`src/rtl/scsl_pkg.sv`:
```
package scsl_pkg;

  // ****************************************************
  // timing
  // ****************************************************
  localparam int unsigned CLK_PERIOD_NS    = 100;   // core clock period
  localparam int unsigned RESET_MIN_NS     = 400;   // least reset pulse
  localparam int unsigned RESET_CYCLES     = (RESET_MIN_NS + CLK_PERIOD_NS - 1) / CLK_PERIOD_NS;
  localparam logic [2:0]  RESET_CNT_LAST   = 3'(RESET_CYCLES - 1);

  // ****************************************************
  // break detector counts (baud clocks)
  // ****************************************************
  localparam logic [7:0]  BRK_BREAK_PENDING_COUNT   = 8'h80;  // 128
  localparam logic [7:0]  BRK_SEEN_COUNT   = 8'hA0;  // 160

  // ****************************************************
  // baud selection
  // ****************************************************
  localparam logic [3:0]  RATE_SEL_EXT     = 4'h0;   // all switches closed
  localparam logic [3:0]  RATE_SEL_RESET   = 4'hF;   // pull-ups
  localparam int unsigned DIV_W            = 12;
  localparam logic [5:0]  SC_DIAG          = 6'h32; // card control select code (octal 32 read as label)

  // divisor table: core clock cycles per 16x tick
  function automatic logic [DIV_W-1:0] scsl_divisor(input logic [3:0] sel);
    logic [DIV_W-1:0] d;
    d = 12'h001;
    case (sel)
      4'h1: d = 12'h823;  // ~300 baud x16 at 10 MHz
      4'h2: d = 12'h411;
      4'h3: d = 12'h209;
      4'h4: d = 12'h104;
      4'h5: d = 12'h0AE;
      4'h6: d = 12'h082;
      4'h7: d = 12'h057;
      4'h8: d = 12'h041;
      4'h9: d = 12'h02B;
      4'hA: d = 12'h020;
      4'hB: d = 12'h016;
      4'hC: d = 12'h010;
      4'hD: d = 12'h00B;
      4'hE: d = 12'h008;
      4'hF: d = 12'h004;
      default: d = 12'h001;
    endcase
    return d;
  endfunction

endpackage

```
`src/rtl/scsl_break_det.sv`:
```
`timescale 1ns/10ps
`default_nettype none
// ****************************************************
// break detector on the shared baud tick
// ****************************************************
module scsl_break_det
  import scsl_pkg::*;
(
  input  wire logic i_core_clk,
  input  wire logic i_rst,
  input  wire logic i_baud_tick,   // one 16x baud clock
  input  wire logic i_rx_line,     // selected receive line
  output logic      o_pending,     // break pending
  output logic      o_break_evt    // break reported on return to mark
);
  logic [7:0] cnt_reg, cnt_next;   // spacing count
  logic       brk_reg, brk_next;   // jam-set break latch
  logic       evt_reg, evt_next;

  // next count, clears on marking
  always_comb begin
    cnt_next = cnt_reg;
    brk_next = brk_reg;
    evt_next = 1'b0;
    if (i_rx_line) begin
      cnt_next = 8'h00;
      if (brk_reg) begin
        evt_next = 1'b1;
        brk_next = 1'b0;
      end
    end else if (i_baud_tick) begin
      if (cnt_reg != 8'hFF) begin
        cnt_next = cnt_reg + 8'h01;
      end
      if (cnt_next == BRK_SEEN_COUNT) begin
        brk_next = 1'b1;
      end
    end
  end

  // registers
  always_ff @(posedge i_core_clk) begin
    if (i_rst) begin
      cnt_reg <= 8'h00;
      brk_reg <= 1'b0;
      evt_reg <= 1'b0;
    end else begin
      cnt_reg <= cnt_next;
      brk_reg <= brk_next;
      evt_reg <= evt_next;
    end
  end

  // pending stays up through the whole spacing run, also past the break
  // count, because the break is only reported once the line marks again
  assign o_pending   = (cnt_reg >= BRK_BREAK_PENDING_COUNT);
  assign o_break_evt = evt_reg;
endmodule
`default_nettype wire

```
`src/rtl/scsl_top.sv`:
```
`timescale 1ns/10ps
`default_nettype none
// ****************************************************
// serial card support logic
// ****************************************************
module scsl_top
  import scsl_pkg::*;
(
  input  wire logic       i_core_clk,
  input  wire logic       i_rst,              // power-up reset
  input  wire logic       i_sys_reset,        // system reset pulse
  input  wire logic       i_card_ctl_wr,      // write strobe to card control code
  input  wire logic [7:0] i_card_ctl_data,    // data of that write
  input  wire logic [3:0] i_modem_lines,      // clear/data mode/call/ready
  input  wire logic [3:0] i_modem_ref,        // reference levels
  input  wire logic       i_modem_change_irq_enable,
  input  wire logic [3:0] i_rate_select,      // switch/hood lines, high when open
  input  wire logic       i_external_rate_clock,
  input  wire logic       i_secondary_send_line,   // control bit 2
  input  wire logic       i_terminal_ready_line,   // control bit 0
  input  wire logic       i_request_to_send,  // control register bit
  input  wire logic       i_parity_sense_sw,
  input  wire logic       i_stop_bit_select,
  input  wire logic       i_panel_mode,       // virtual panel configuration
  input  wire logic       i_special_char,     // last char special (high)
  input  wire logic       i_uart_txd,         // transceiver serial out
  input  wire logic       i_rx_data,          // line from terminal
  input  wire logic       i_dma_packed,       // packed byte transfer
  input  wire logic       i_set_input_dir,
  input  wire logic       i_set_output_dir,
  input  wire logic       i_other_irq,        // framing, overrun, parity
  output logic            o_baud_tick,        // shared transceiver clock enable
  output logic            o_uart_rxd,         // receive to transceiver
  output logic            o_uart_reset,       // stretched reset
  output logic            o_diag_mode,
  output logic            o_parity_sense,
  output logic            o_two_stop_bits,
  output logic            o_modem_change_flag,
  output logic            o_irq,
  output logic            o_panel_request,
  output logic            o_break_pending,
  output logic            o_special_char_flag_n,   // status bit 7
  output logic            o_send_data_a,
  output logic            o_send_data_b,
  output logic            o_send_data_u,
  output logic            o_rts_a,
  output logic            o_rts_b,
  output logic            o_rts_u,
  output logic            o_input_direction_latch,
  output logic            o_output_direction_latch,
  output logic            o_upper_byte_first
);

  // ****************************************************
  // reset stretch
  // ****************************************************
  // a reset request may last a single cycle, which is too short for the
  // transceiver; a latch holds the reset and a small counter times its
  // release, and a request during the hold starts the count over again
  typedef enum logic [1:0] {
    SCSL_RST_IDLE = 2'b01,
    SCSL_RST_HOLD = 2'b10
  } scsl_rst_t;

  scsl_rst_t  rst_st_reg, rst_st_next;
  logic [2:0] rst_cnt_reg, rst_cnt_next;
  logic       card_reset_req;

  // either of two sources starts a card reset
  assign card_reset_req = i_sys_reset ||
                          (i_card_ctl_wr);

  // latch set, count four cycles, then clear
  always_comb begin
    rst_st_next  = rst_st_reg;
    rst_cnt_next = rst_cnt_reg;
    case (rst_st_reg)
      SCSL_RST_IDLE: begin
        if (card_reset_req) begin
          rst_st_next  = SCSL_RST_HOLD;
          rst_cnt_next = 3'd0;
        end
      end
      SCSL_RST_HOLD: begin
        if (card_reset_req) begin
          rst_cnt_next = 3'd0;
        end else if (rst_cnt_reg == RESET_CNT_LAST) begin
          rst_st_next = SCSL_RST_IDLE;
        end else begin
          rst_cnt_next = rst_cnt_reg + 3'd1;
        end
      end
      default: begin
        rst_st_next  = SCSL_RST_IDLE;
        rst_cnt_next = 3'd0;
      end
    endcase
  end

  // power-up enters the hold state
  always_ff @(posedge i_core_clk) begin
    if (i_rst) begin
      rst_st_reg  <= SCSL_RST_HOLD;
      rst_cnt_reg <= 3'd0;
    end else begin
      rst_st_reg  <= rst_st_next;
      rst_cnt_reg <= rst_cnt_next;
    end
  end

  // the hold state is the latch itself, so the pulse comes straight off a flop
  assign o_uart_reset = (rst_st_reg == SCSL_RST_HOLD);

  // ****************************************************
  // diagnose latch
  // ****************************************************
  logic diag_reg, diag_next;

  // bit zero sets, zero write or system reset clears
  // a system reset outranks a write that falls in the same cycle
  always_comb begin
    diag_next = diag_reg;
    if (i_sys_reset) begin
      diag_next = 1'b0;
    end else if (i_card_ctl_wr) begin
      diag_next = i_card_ctl_data[0];
    end
  end

  // diagnose latch register
  always_ff @(posedge i_core_clk) begin
    if (i_rst) begin
      diag_reg <= 1'b0;
    end else begin
      diag_reg <= diag_next;
    end
  end

  assign o_diag_mode = diag_reg;

  // ****************************************************
  // baud generator
  // ****************************************************
  logic [DIV_W-1:0] div_cnt_reg, div_cnt_next;
  logic             ext_prev_reg, ext_prev_next;
  logic             tick_reg, tick_next;
  logic             ext_sel;

  // all four switches closed selects the external clock; any other code
  // picks a divisor of the core clock
  assign ext_sel = (i_rate_select == RATE_SEL_EXT);

  // the compare is greater-or-equal so that a higher rate select never
  // leaves the counter stranded above its new limit
  // divided core clock or external clock edges
  always_comb begin
    div_cnt_next  = div_cnt_reg;
    ext_prev_next = i_external_rate_clock;
    tick_next     = 1'b0;
    if (ext_sel) begin
      tick_next    = i_external_rate_clock && !ext_prev_reg;
      div_cnt_next = '0;
    end else if (div_cnt_reg >= scsl_divisor(i_rate_select) - 12'h001) begin
      div_cnt_next = '0;
      tick_next    = 1'b1;
    end else begin
      div_cnt_next = div_cnt_reg + 12'h001;
    end
  end

  // divider, edge detector and tick registers
  always_ff @(posedge i_core_clk) begin
    if (i_rst) begin
      div_cnt_reg  <= '0;
      // follow the pin through reset so that a clock already high at
      // release does not look like a rising edge
      ext_prev_reg <= ext_prev_next;
      tick_reg     <= 1'b0;
    end else begin
      div_cnt_reg  <= div_cnt_next;
      ext_prev_reg <= ext_prev_next;
      tick_reg     <= tick_next;
    end
  end

  // one tick feeds both directions and break logic
  assign o_baud_tick = tick_reg;

  // ****************************************************
  // diagnostic multiplexer
  // ****************************************************
  logic brk_line;

  // in diagnose mode the transmitter hears itself, the break detector
  // listens to the secondary send bit and software owns the parity sense

  assign o_uart_rxd     = diag_reg ? i_uart_txd : i_rx_data;
  assign brk_line       = diag_reg ? i_secondary_send_line : o_uart_rxd;
  assign o_parity_sense = diag_reg ? i_terminal_ready_line : i_parity_sense_sw;
  assign o_two_stop_bits = i_stop_bit_select;

  // ****************************************************
  // break detector
  // ****************************************************
  logic brk_evt;

  // a card reset also clears a half-counted break, so a stale spacing
  // count cannot survive into the next diagnose test

  scsl_break_det u_brk (
    .i_core_clk  (i_core_clk),
    .i_rst       (i_rst || o_uart_reset),
    .i_baud_tick (tick_reg),
    .i_rx_line   (brk_line),
    .o_pending   (o_break_pending),
    .o_break_evt (brk_evt)
  );

  // ****************************************************
  // modem change and interrupt
  // ****************************************************
  logic mflag_reg, mflag_next;
  logic panel_reg, panel_next;
  logic irq_now;

  // the flag follows the compare every cycle: it drops as soon as the
  // lines agree with the reference again or the enable is cleared
  always_comb begin
    mflag_next = i_modem_change_irq_enable &&
                 (i_modem_lines != i_modem_ref);
    panel_next = brk_evt && i_panel_mode;
  end

  // flag and panel request registers
  always_ff @(posedge i_core_clk) begin
    if (i_rst) begin
      mflag_reg <= 1'b0;
      panel_reg <= 1'b0;
    end else begin
      mflag_reg <= mflag_next;
      panel_reg <= panel_next;
    end
  end

  // break interrupts only outside panel mode; pending holds off
  assign irq_now = mflag_reg ||
                   (!o_break_pending && (i_other_irq || (brk_evt && !i_panel_mode)));
  assign o_modem_change_flag = mflag_reg;
  assign o_irq               = irq_now;
  assign o_panel_request     = panel_reg;

  // ****************************************************
  // direction latches
  // ****************************************************
  logic in_dir_reg, in_dir_next;
  logic out_dir_reg, out_dir_next;

  // interrupt wins over set: a request in the same cycle as an interrupt
  // must not reopen a transfer that the interrupt is shutting down
  always_comb begin
    in_dir_next  = in_dir_reg  || i_set_input_dir;
    out_dir_next = out_dir_reg || i_set_output_dir;
    if (irq_now) begin
      in_dir_next  = 1'b0;
      out_dir_next = 1'b0;
    end
  end

  // card reset also drops both directions
  always_ff @(posedge i_core_clk) begin
    if (i_rst || o_uart_reset) begin
      in_dir_reg  <= 1'b0;
      out_dir_reg <= 1'b0;
    end else begin
      in_dir_reg  <= in_dir_next;
      out_dir_reg <= out_dir_next;
    end
  end

  assign o_input_direction_latch  = in_dir_reg;
  assign o_output_direction_latch = out_dir_reg;

  // ****************************************************
  // terminal side lines and status
  // ****************************************************
  logic sd_reg;

  // diagnose mode holds line marking; the line is registered so that
  // switching modes never puts a glitch on the terminal wires
  always_ff @(posedge i_core_clk) begin
    if (i_rst) begin
      sd_reg <= 1'b1;
    end else begin
      sd_reg <= diag_reg ? 1'b1 : i_uart_txd;
    end
  end

  // the b wire of each pair carries the inverse of the a wire
  assign o_send_data_a = sd_reg;
  assign o_send_data_b = !sd_reg;
  assign o_send_data_u = sd_reg;
  assign o_rts_a       = i_request_to_send;
  assign o_rts_b       = !i_request_to_send;
  assign o_rts_u       = i_request_to_send;
  assign o_special_char_flag_n = !i_special_char;
  assign o_upper_byte_first    = i_dma_packed;

endmodule
`default_nettype wire

```
`config.mk`:
```
export PLATFORM = sky130hd
export DESIGN_NAME = scsl_top
export DESIGN_NICKNAME = d
export VERILOG_FILES = /design/src/rtl/scsl_pkg.sv /design/src/rtl/scsl_break_det.sv /design/src/rtl/scsl_top.sv
export SDC_FILE = /design/constraint.sdc
export NUM_CORES = 1
export LEC_CHECK = 0
export BUFFER_PORTS_ARGS = -buffer_cell sky130_fd_sc_hd__buf_4
export CORE_MARGIN = 3
export CORE_UTILIZATION = 49
export CTS_BUF_LIST = sky130_fd_sc_hd__clkbuf_16
export DETAILED_ROUTE_END_ITERATION = 8
export PLACE_DENSITY = 0.77
export SETUP_SLACK_MARGIN = 0.05
export SYNTH_ARGS = -nofsm -noshare
export SYNTH_HDL_FRONTEND = slang
export SYNTH_SLANG_ARGS = --single-unit
```
`constraint.sdc`:
```
create_clock -name i_core_clk -period 4.35 [get_ports i_core_clk]
set_clock_uncertainty 0.05 [all_clocks]
set_input_delay 1.305 -clock i_core_clk [delete_from_list [all_inputs] [get_ports i_core_clk]]
set_output_delay 1.305 -clock i_core_clk [all_outputs]
set_load 0.005 [all_outputs]
```
* Yosys cells after proc, flatten, opt, wreduce, memory -nomap -nowiden
Memories as Yosys holds them, arrays and structs flattened.
Cells that the tools add are included.
Widths: inputs -> output; s select.
** Cells by class
- Magnitude comparators :: 2
- Eq/ne operators :: 10
- $add $sub $neg :: 4
- Bitwise operators :: 1
- Multiplexer cells :: 18
- Reductions and logical operators :: 27
** Operators with widths (count)
- $mux 8 :: 3
- $add 12x1->12 const B :: 1
- $ge 12x12->1 :: 1
- $mux 12 :: 1
- $sub 12x1->12 const B :: 1
- $reduce_or 2->1 :: 5
- $mux 3 :: 3
- $add 8x1->8 const B :: 1
- $eq 8x8->1 const B :: 1
- $ge 8x8->1 const B :: 1
- $ne 8x8->1 const B :: 1
- $logic_not 1->1 :: 6
- $logic_or 1x1->1 :: 6
- $mux 1 :: 6
- $mux 2 :: 3
- $pmux 3 s2 :: 1
- $logic_and 1x1->1 :: 5
- $logic_not 4->1 :: 1
- $ne 2x2->1 const B :: 2
- $ne 4x4->1 :: 1
- $pmux 2 s2 :: 1
- $reduce_and 2->1 :: 2
- $add 3x1->3 const B :: 1
- $eq 3x2->1 const B :: 1
- other kinds (7) :: 7
** Storage, ports and cells
- Output and inout port bits :: 20
- Logic and storage cells :: 77
- ROM bits :: 192
- Memories kept :: 1
- Bits in registers :: 35
- Bits of input ports :: 39
** Memories
- (no name shown) :: words 16, bits a word 12, rd ports 1, clocked after memory_dff 0, wr ports 0, RTL line scsl_pkg.sv:29 : case (sel)

* Longest topological paths before layout
- Word-level depth :: 6
- Gate-level depth with buffers :: 16
- Depth with buffers taken out :: 15

* By module
From an unflattened synthesis, not the netlist that was laid out.
** Unflattened totals
- Cells, all modules :: 292
- Area, all modules :: 2497.4 um^2
** Modules (own cells, without submodules)
- scsl_top :: area an instance 1865.5 um^2, sequential area each 500.5 um^2, cells each 219, instances 1
- scsl_break_det :: area an instance 631.9 um^2, sequential area each 200.2 um^2, cells each 73, instances 1

* Least setup slack after synthesis
Ideal clock, no wire load.
- Kind :: input port to flip-flop
- From :: in i_rate_select[0]
- To :: reg div_cnt_reg[10]
- Stages on the path :: 13
- Slack :: 0.135 ns
- Path buffers :: 1
- Arrival time :: 4.087 ns
- Cell sequence :: inv_1 > ha_1 > and3b_4 > a2111o_1 > nor3b_4 > nand3_1 > a22o_1 > ha_1 > a21oi_1 > nor2b_1 > or4_4 > buf_2 > nor3_1
** On the way
- Longest elaborated chain between the ends :: 5
** Ends and longest elaborated chain
- from (decl) :: RTL line scsl_top.sv:17 : input wire logic [3:0] i_rate_select,
- $mem_v2 16x12
- $mux 12 :: RTL line scsl_top.sv:160 : if (ext_sel) begin
- $sub 12x1->12 :: RTL line scsl_top.sv:163 : end else if (div_cnt_reg >= scsl_divisor(i_rate_select) - 12'h001) begin
- $ge 12x12->1 :: RTL line scsl_top.sv:163
- $reduce_or 3->1 (no line) *
- to (signal assigned) :: RTL line scsl_top.sv:180 : div_cnt_reg <= div_cnt_next;
- to (decl) :: RTL line scsl_top.sv:144 : logic [DIV_W-1:0] div_cnt_reg, div_cnt_next;
Every way passes the cells marked *; elsewhere a longest branch is shown, timed or not. The select of a mux whose other input is x is not followed.
A chain may end at the register's enable or synchronous reset.

* Worst setup path in the final report
- From :: in i_rate_select[0]
- To :: reg div_cnt_reg[5]
The elaborated chain is that of the path after synthesis.

==> metrics.csv <==
stage,metric,value,unit
final_layout,largest_register_ffs,12,
routing,totalWireLength,5550,um
setup_path,crit_path_max_fanout,6,
power_and_ir_drop,swShare,25.9,%
timing,setup-violations-final,0,
yosys,synth_nets,366,
yosys,synth_edf_count,0,
routing,antenna_left,0,
power_and_ir_drop,leakagePower,1.34,nW
timing,rsz0062_at_grt,true,
grt,grt_overflow,0,
grt,grt_pass1_vias,1990,
final_layout,antenna_cells,0,
clock_network,htree_levels,2,
setup_path,required,4.49,ns
yosys,ys_seq_area_share,27.9,%
setup_path,r2r_end,div_cnt_reg[5]$_SDFF_PP0_,
status,outcome,finished clean,
timing,period_minus_slack,4.13,ns
grt,grt_max_degree,23,
routing,drc_errors,0,
power_and_ir_drop,clockPowerShare,38.3,%
final_layout,drive_gt1_share,22.5,%
floorplan,fp-row-count,25,
final_layout,syn_to_final_growth,23.3,%
timing,worst_pin_slew,0.539,ns
clock_network,hold_buffers,0,
grt,grt_first_pass_wirelength,8910,um
setup_path,worstSetupStartpoint,i_rate_select[0],
routing,vias,2275,
clock_network,worstSkewPairLatency,0.27,ns
clock_network,cts.sinks,35,
clock_network,cts_root_buffer,clkbuf_16,
setup_path,regToRegSetupSlack,2.36,ns
final_layout,final_cells,422,
hold_path,worstHoldPathType,reg2reg,
clock_network,cts_buffers,5,
yosys,synth.avg_cell_area,8.30,um^2
placement,port_buffers,47,
timing,report.final.slew_viol_count,0,
power_and_ir_drop,p_int,632,uW
yosys,synth_cell_type_count,54,
clock_network,cts_tree,built,
routing,drtIter0Drc,166,
final_layout,nets,417,
setup_path,endpoint,div_cnt_reg[5]$_SDFF_PP0_,
clock_network,path_clk_slew,0.05,ns
power_and_ir_drop,power_frac_comb,21.8,%
flow_run,cap_violations,0,
yosys,synthArstFlopShare,0,%
clock_network,clk_path_buf_depth,2,
placement,post-place-cells,413,
floorplan,die_h,77.6,um
grt,grtUsageTotal,17.9,%
routing,first_pass_iters,4,
routing,via_per_inst,5.39,
power_and_ir_drop,p_sw,221,uW
setup_path,worst_setup_path_end_kind,flip-flop,
yosys,syn_area,2510,um^2
floorplan,coreArea,4850,um^2
grt,antenna_found_initial,0,
setup_path,r2r-start,div_cnt_reg[9]$_SDFF_PP0_,
floorplan,num_io_pins,59,
power_and_ir_drop,finalPower,853,uW
setup_path,start_kind,primary input,
power_and_ir_drop,seqPwrFrac,40.0,%
setup_path,arrival,4.27,ns
timing,slew_headroom,64.0,%
yosys,syn_inst,303,
power_and_ir_drop,vdd.ir_drop.worst,0.200,mV
setup_path,critPathKind,in2reg,
floorplan,initial_utilization,51.8,%
yosys,synthFlopType,dfxtp_1,
setup_path,r2r_cells,6,
placement,dp_hpwl,4100,um
timing,fin_crit_sh,95.0,%
final_layout,finalCoreUtilization,63.9,%
routing,wire_per_inst,13.1,um
timing,hold_viol,0,
placement,gp_congestion,0.796,
power_and_ir_drop,powerDensity,275,nW/um^2
floorplan,die_w,77.6,um
yosys,ys_ff_latch,35,
timing,max_freq,0.242,GHz
floorplan,dieArea,6030,um^2
yosys,yosysWarnings,0,
-- power by group through the flow --
stage	Combinational (mW)	Sequential (mW)	Clock, mW
after floorplan	0.117	0.344	0
after global placement	0.177	0.347	0
after detailed placement	0.184	0.347	0
after CTS	0.185	0.341	0.331
after global routing	0.209	0.342	0.347
final	0.186	0.341	0.327
-- cells in the final DEF (no fill, tap or decap), types with 6 or more instances in the layout --
| master | count |
|---|---|
| buf_4 | 61 |
| dfxtp_1 | 35 |
| nand2_1 | 29 |
| ha_1 | 24 |
| nor2_1 | 21 |
| nor3_1 | 19 |
| inv_1 | 15 |
| xnor2_1 | 15 |
| a21oi_1 | 14 |
| nand3_1 | 14 |
| mux2i_1 | 12 |
| xor2_1 | 10 |
| nor2b_1 | 6 |
| o21ai_0 | 6 |
-- per-stage QoR --
stage          area (um^2)  setup TNS [ns]  setup slack, ns  hold slack (ns)
2_1_floorplan         2510               0            0.135            0.367
3_3_place_gp          2950               0           0.0106            0.377
3_5_place_dp          2950          -0.422          -0.0658            0.382
4_1_cts               3090               0            0.208            0.389
5_1_grt               3100               0           0.0198            0.434
6_report              3100               0            0.217            0.391
-- worst min-delay path by stage --
stage | start | end | slack, ns | cells past startpoint
floorplan | u_brk.o_break_evt$_SDFF_PP0_ | o_panel_request$_SDFF_PP0_ | 0.37 | 2
global placement | u_brk.o_break_evt$_SDFF_PP0_ | o_panel_request$_SDFF_PP0_ | 0.38 | 2
detailed placement | u_brk.o_break_evt$_SDFF_PP0_ | o_panel_request$_SDFF_PP0_ | 0.38 | 2
CTS | u_brk.o_break_evt$_SDFF_PP0_ | o_panel_request$_SDFF_PP0_ | 0.39 | 2
global route | u_brk.o_break_evt$_SDFF_PP0_ | o_panel_request$_SDFF_PP0_ | 0.43 | 2
finish | u_brk.o_break_evt$_SDFF_PP0_ | o_panel_request$_SDFF_PP0_ | 0.39 | 2
-- metal layers --
layer	GRT usage (%)	vias up	part of all wire, %
met4	6.05	0	0.79
met5	0	-	0
met2	31.3	51	51
met3	3.13	2	3.7
li1	-	1174	-
met1	22.0	1048	45
-- final cells by class --
cell class,instances,area [um^2]
fill,419,1750
multi-input combinational,236,1660
sequential,35,701
timing repair buffer,61,458
clock buffer,5,125
tap,67,83.8
inverter,15,56.3
clock inverter,3,11.3
-- kinds of logic after synthesis --
family,after synthesis,share of synthesized area [%]
AND/OR/NAND/NOR,125,26.9
flip-flops,35,27.9
XOR/XNOR,25,8.71
AO/OA/AOI/OAI,48,13.0
multiplexers,13,5.23
buffers and inverters,33,6.37
adder cells (fa/ha/maj),24,11.9
-- synthesized netlist by cell type, types with 4 or more instances --
cell      number  area, um^2
dfxtp_1       35         701
nand2_1       29         109
ha_1          24         300
nor2_1        21        78.8
nor3_1        19        95.1
xnor2_1       15         131
a21oi_1       14        70.1
inv_1         14        52.6
nand3_1       14        70.1
mux2i_1       12         120
xor2_1        10        87.6
clkbuf_1       8        30.0
o21ai_0        8        40.0
buf_4          7        52.6
nor2b_1        6        37.5
and3_1         5        31.3
a211oi_1       4        30.0
nand4_1        4        25.0
-- worst max-delay path, stage by stage --
cell and delay [ns]:
buf_4 0.11, inv_1 0.06, ha_1 0.30, and3b_4 0.20, a2111o_1 0.40, nor3b_4 0.24, a32oi_1 0.15, ha_1 0.31
a21o_1 0.18, a21oi_1 0.14, nor2b_1 0.10, or4_4 0.58, nor3_1 0.20
-- what timing repair did --
action                     CTS  global route
hold endpoints to repair     0             0
setup endpoints to repair    0            12
resized for setup            0             3
setup buffers                0             0
No activity file was read; power rests on OpenSTA's default activity.
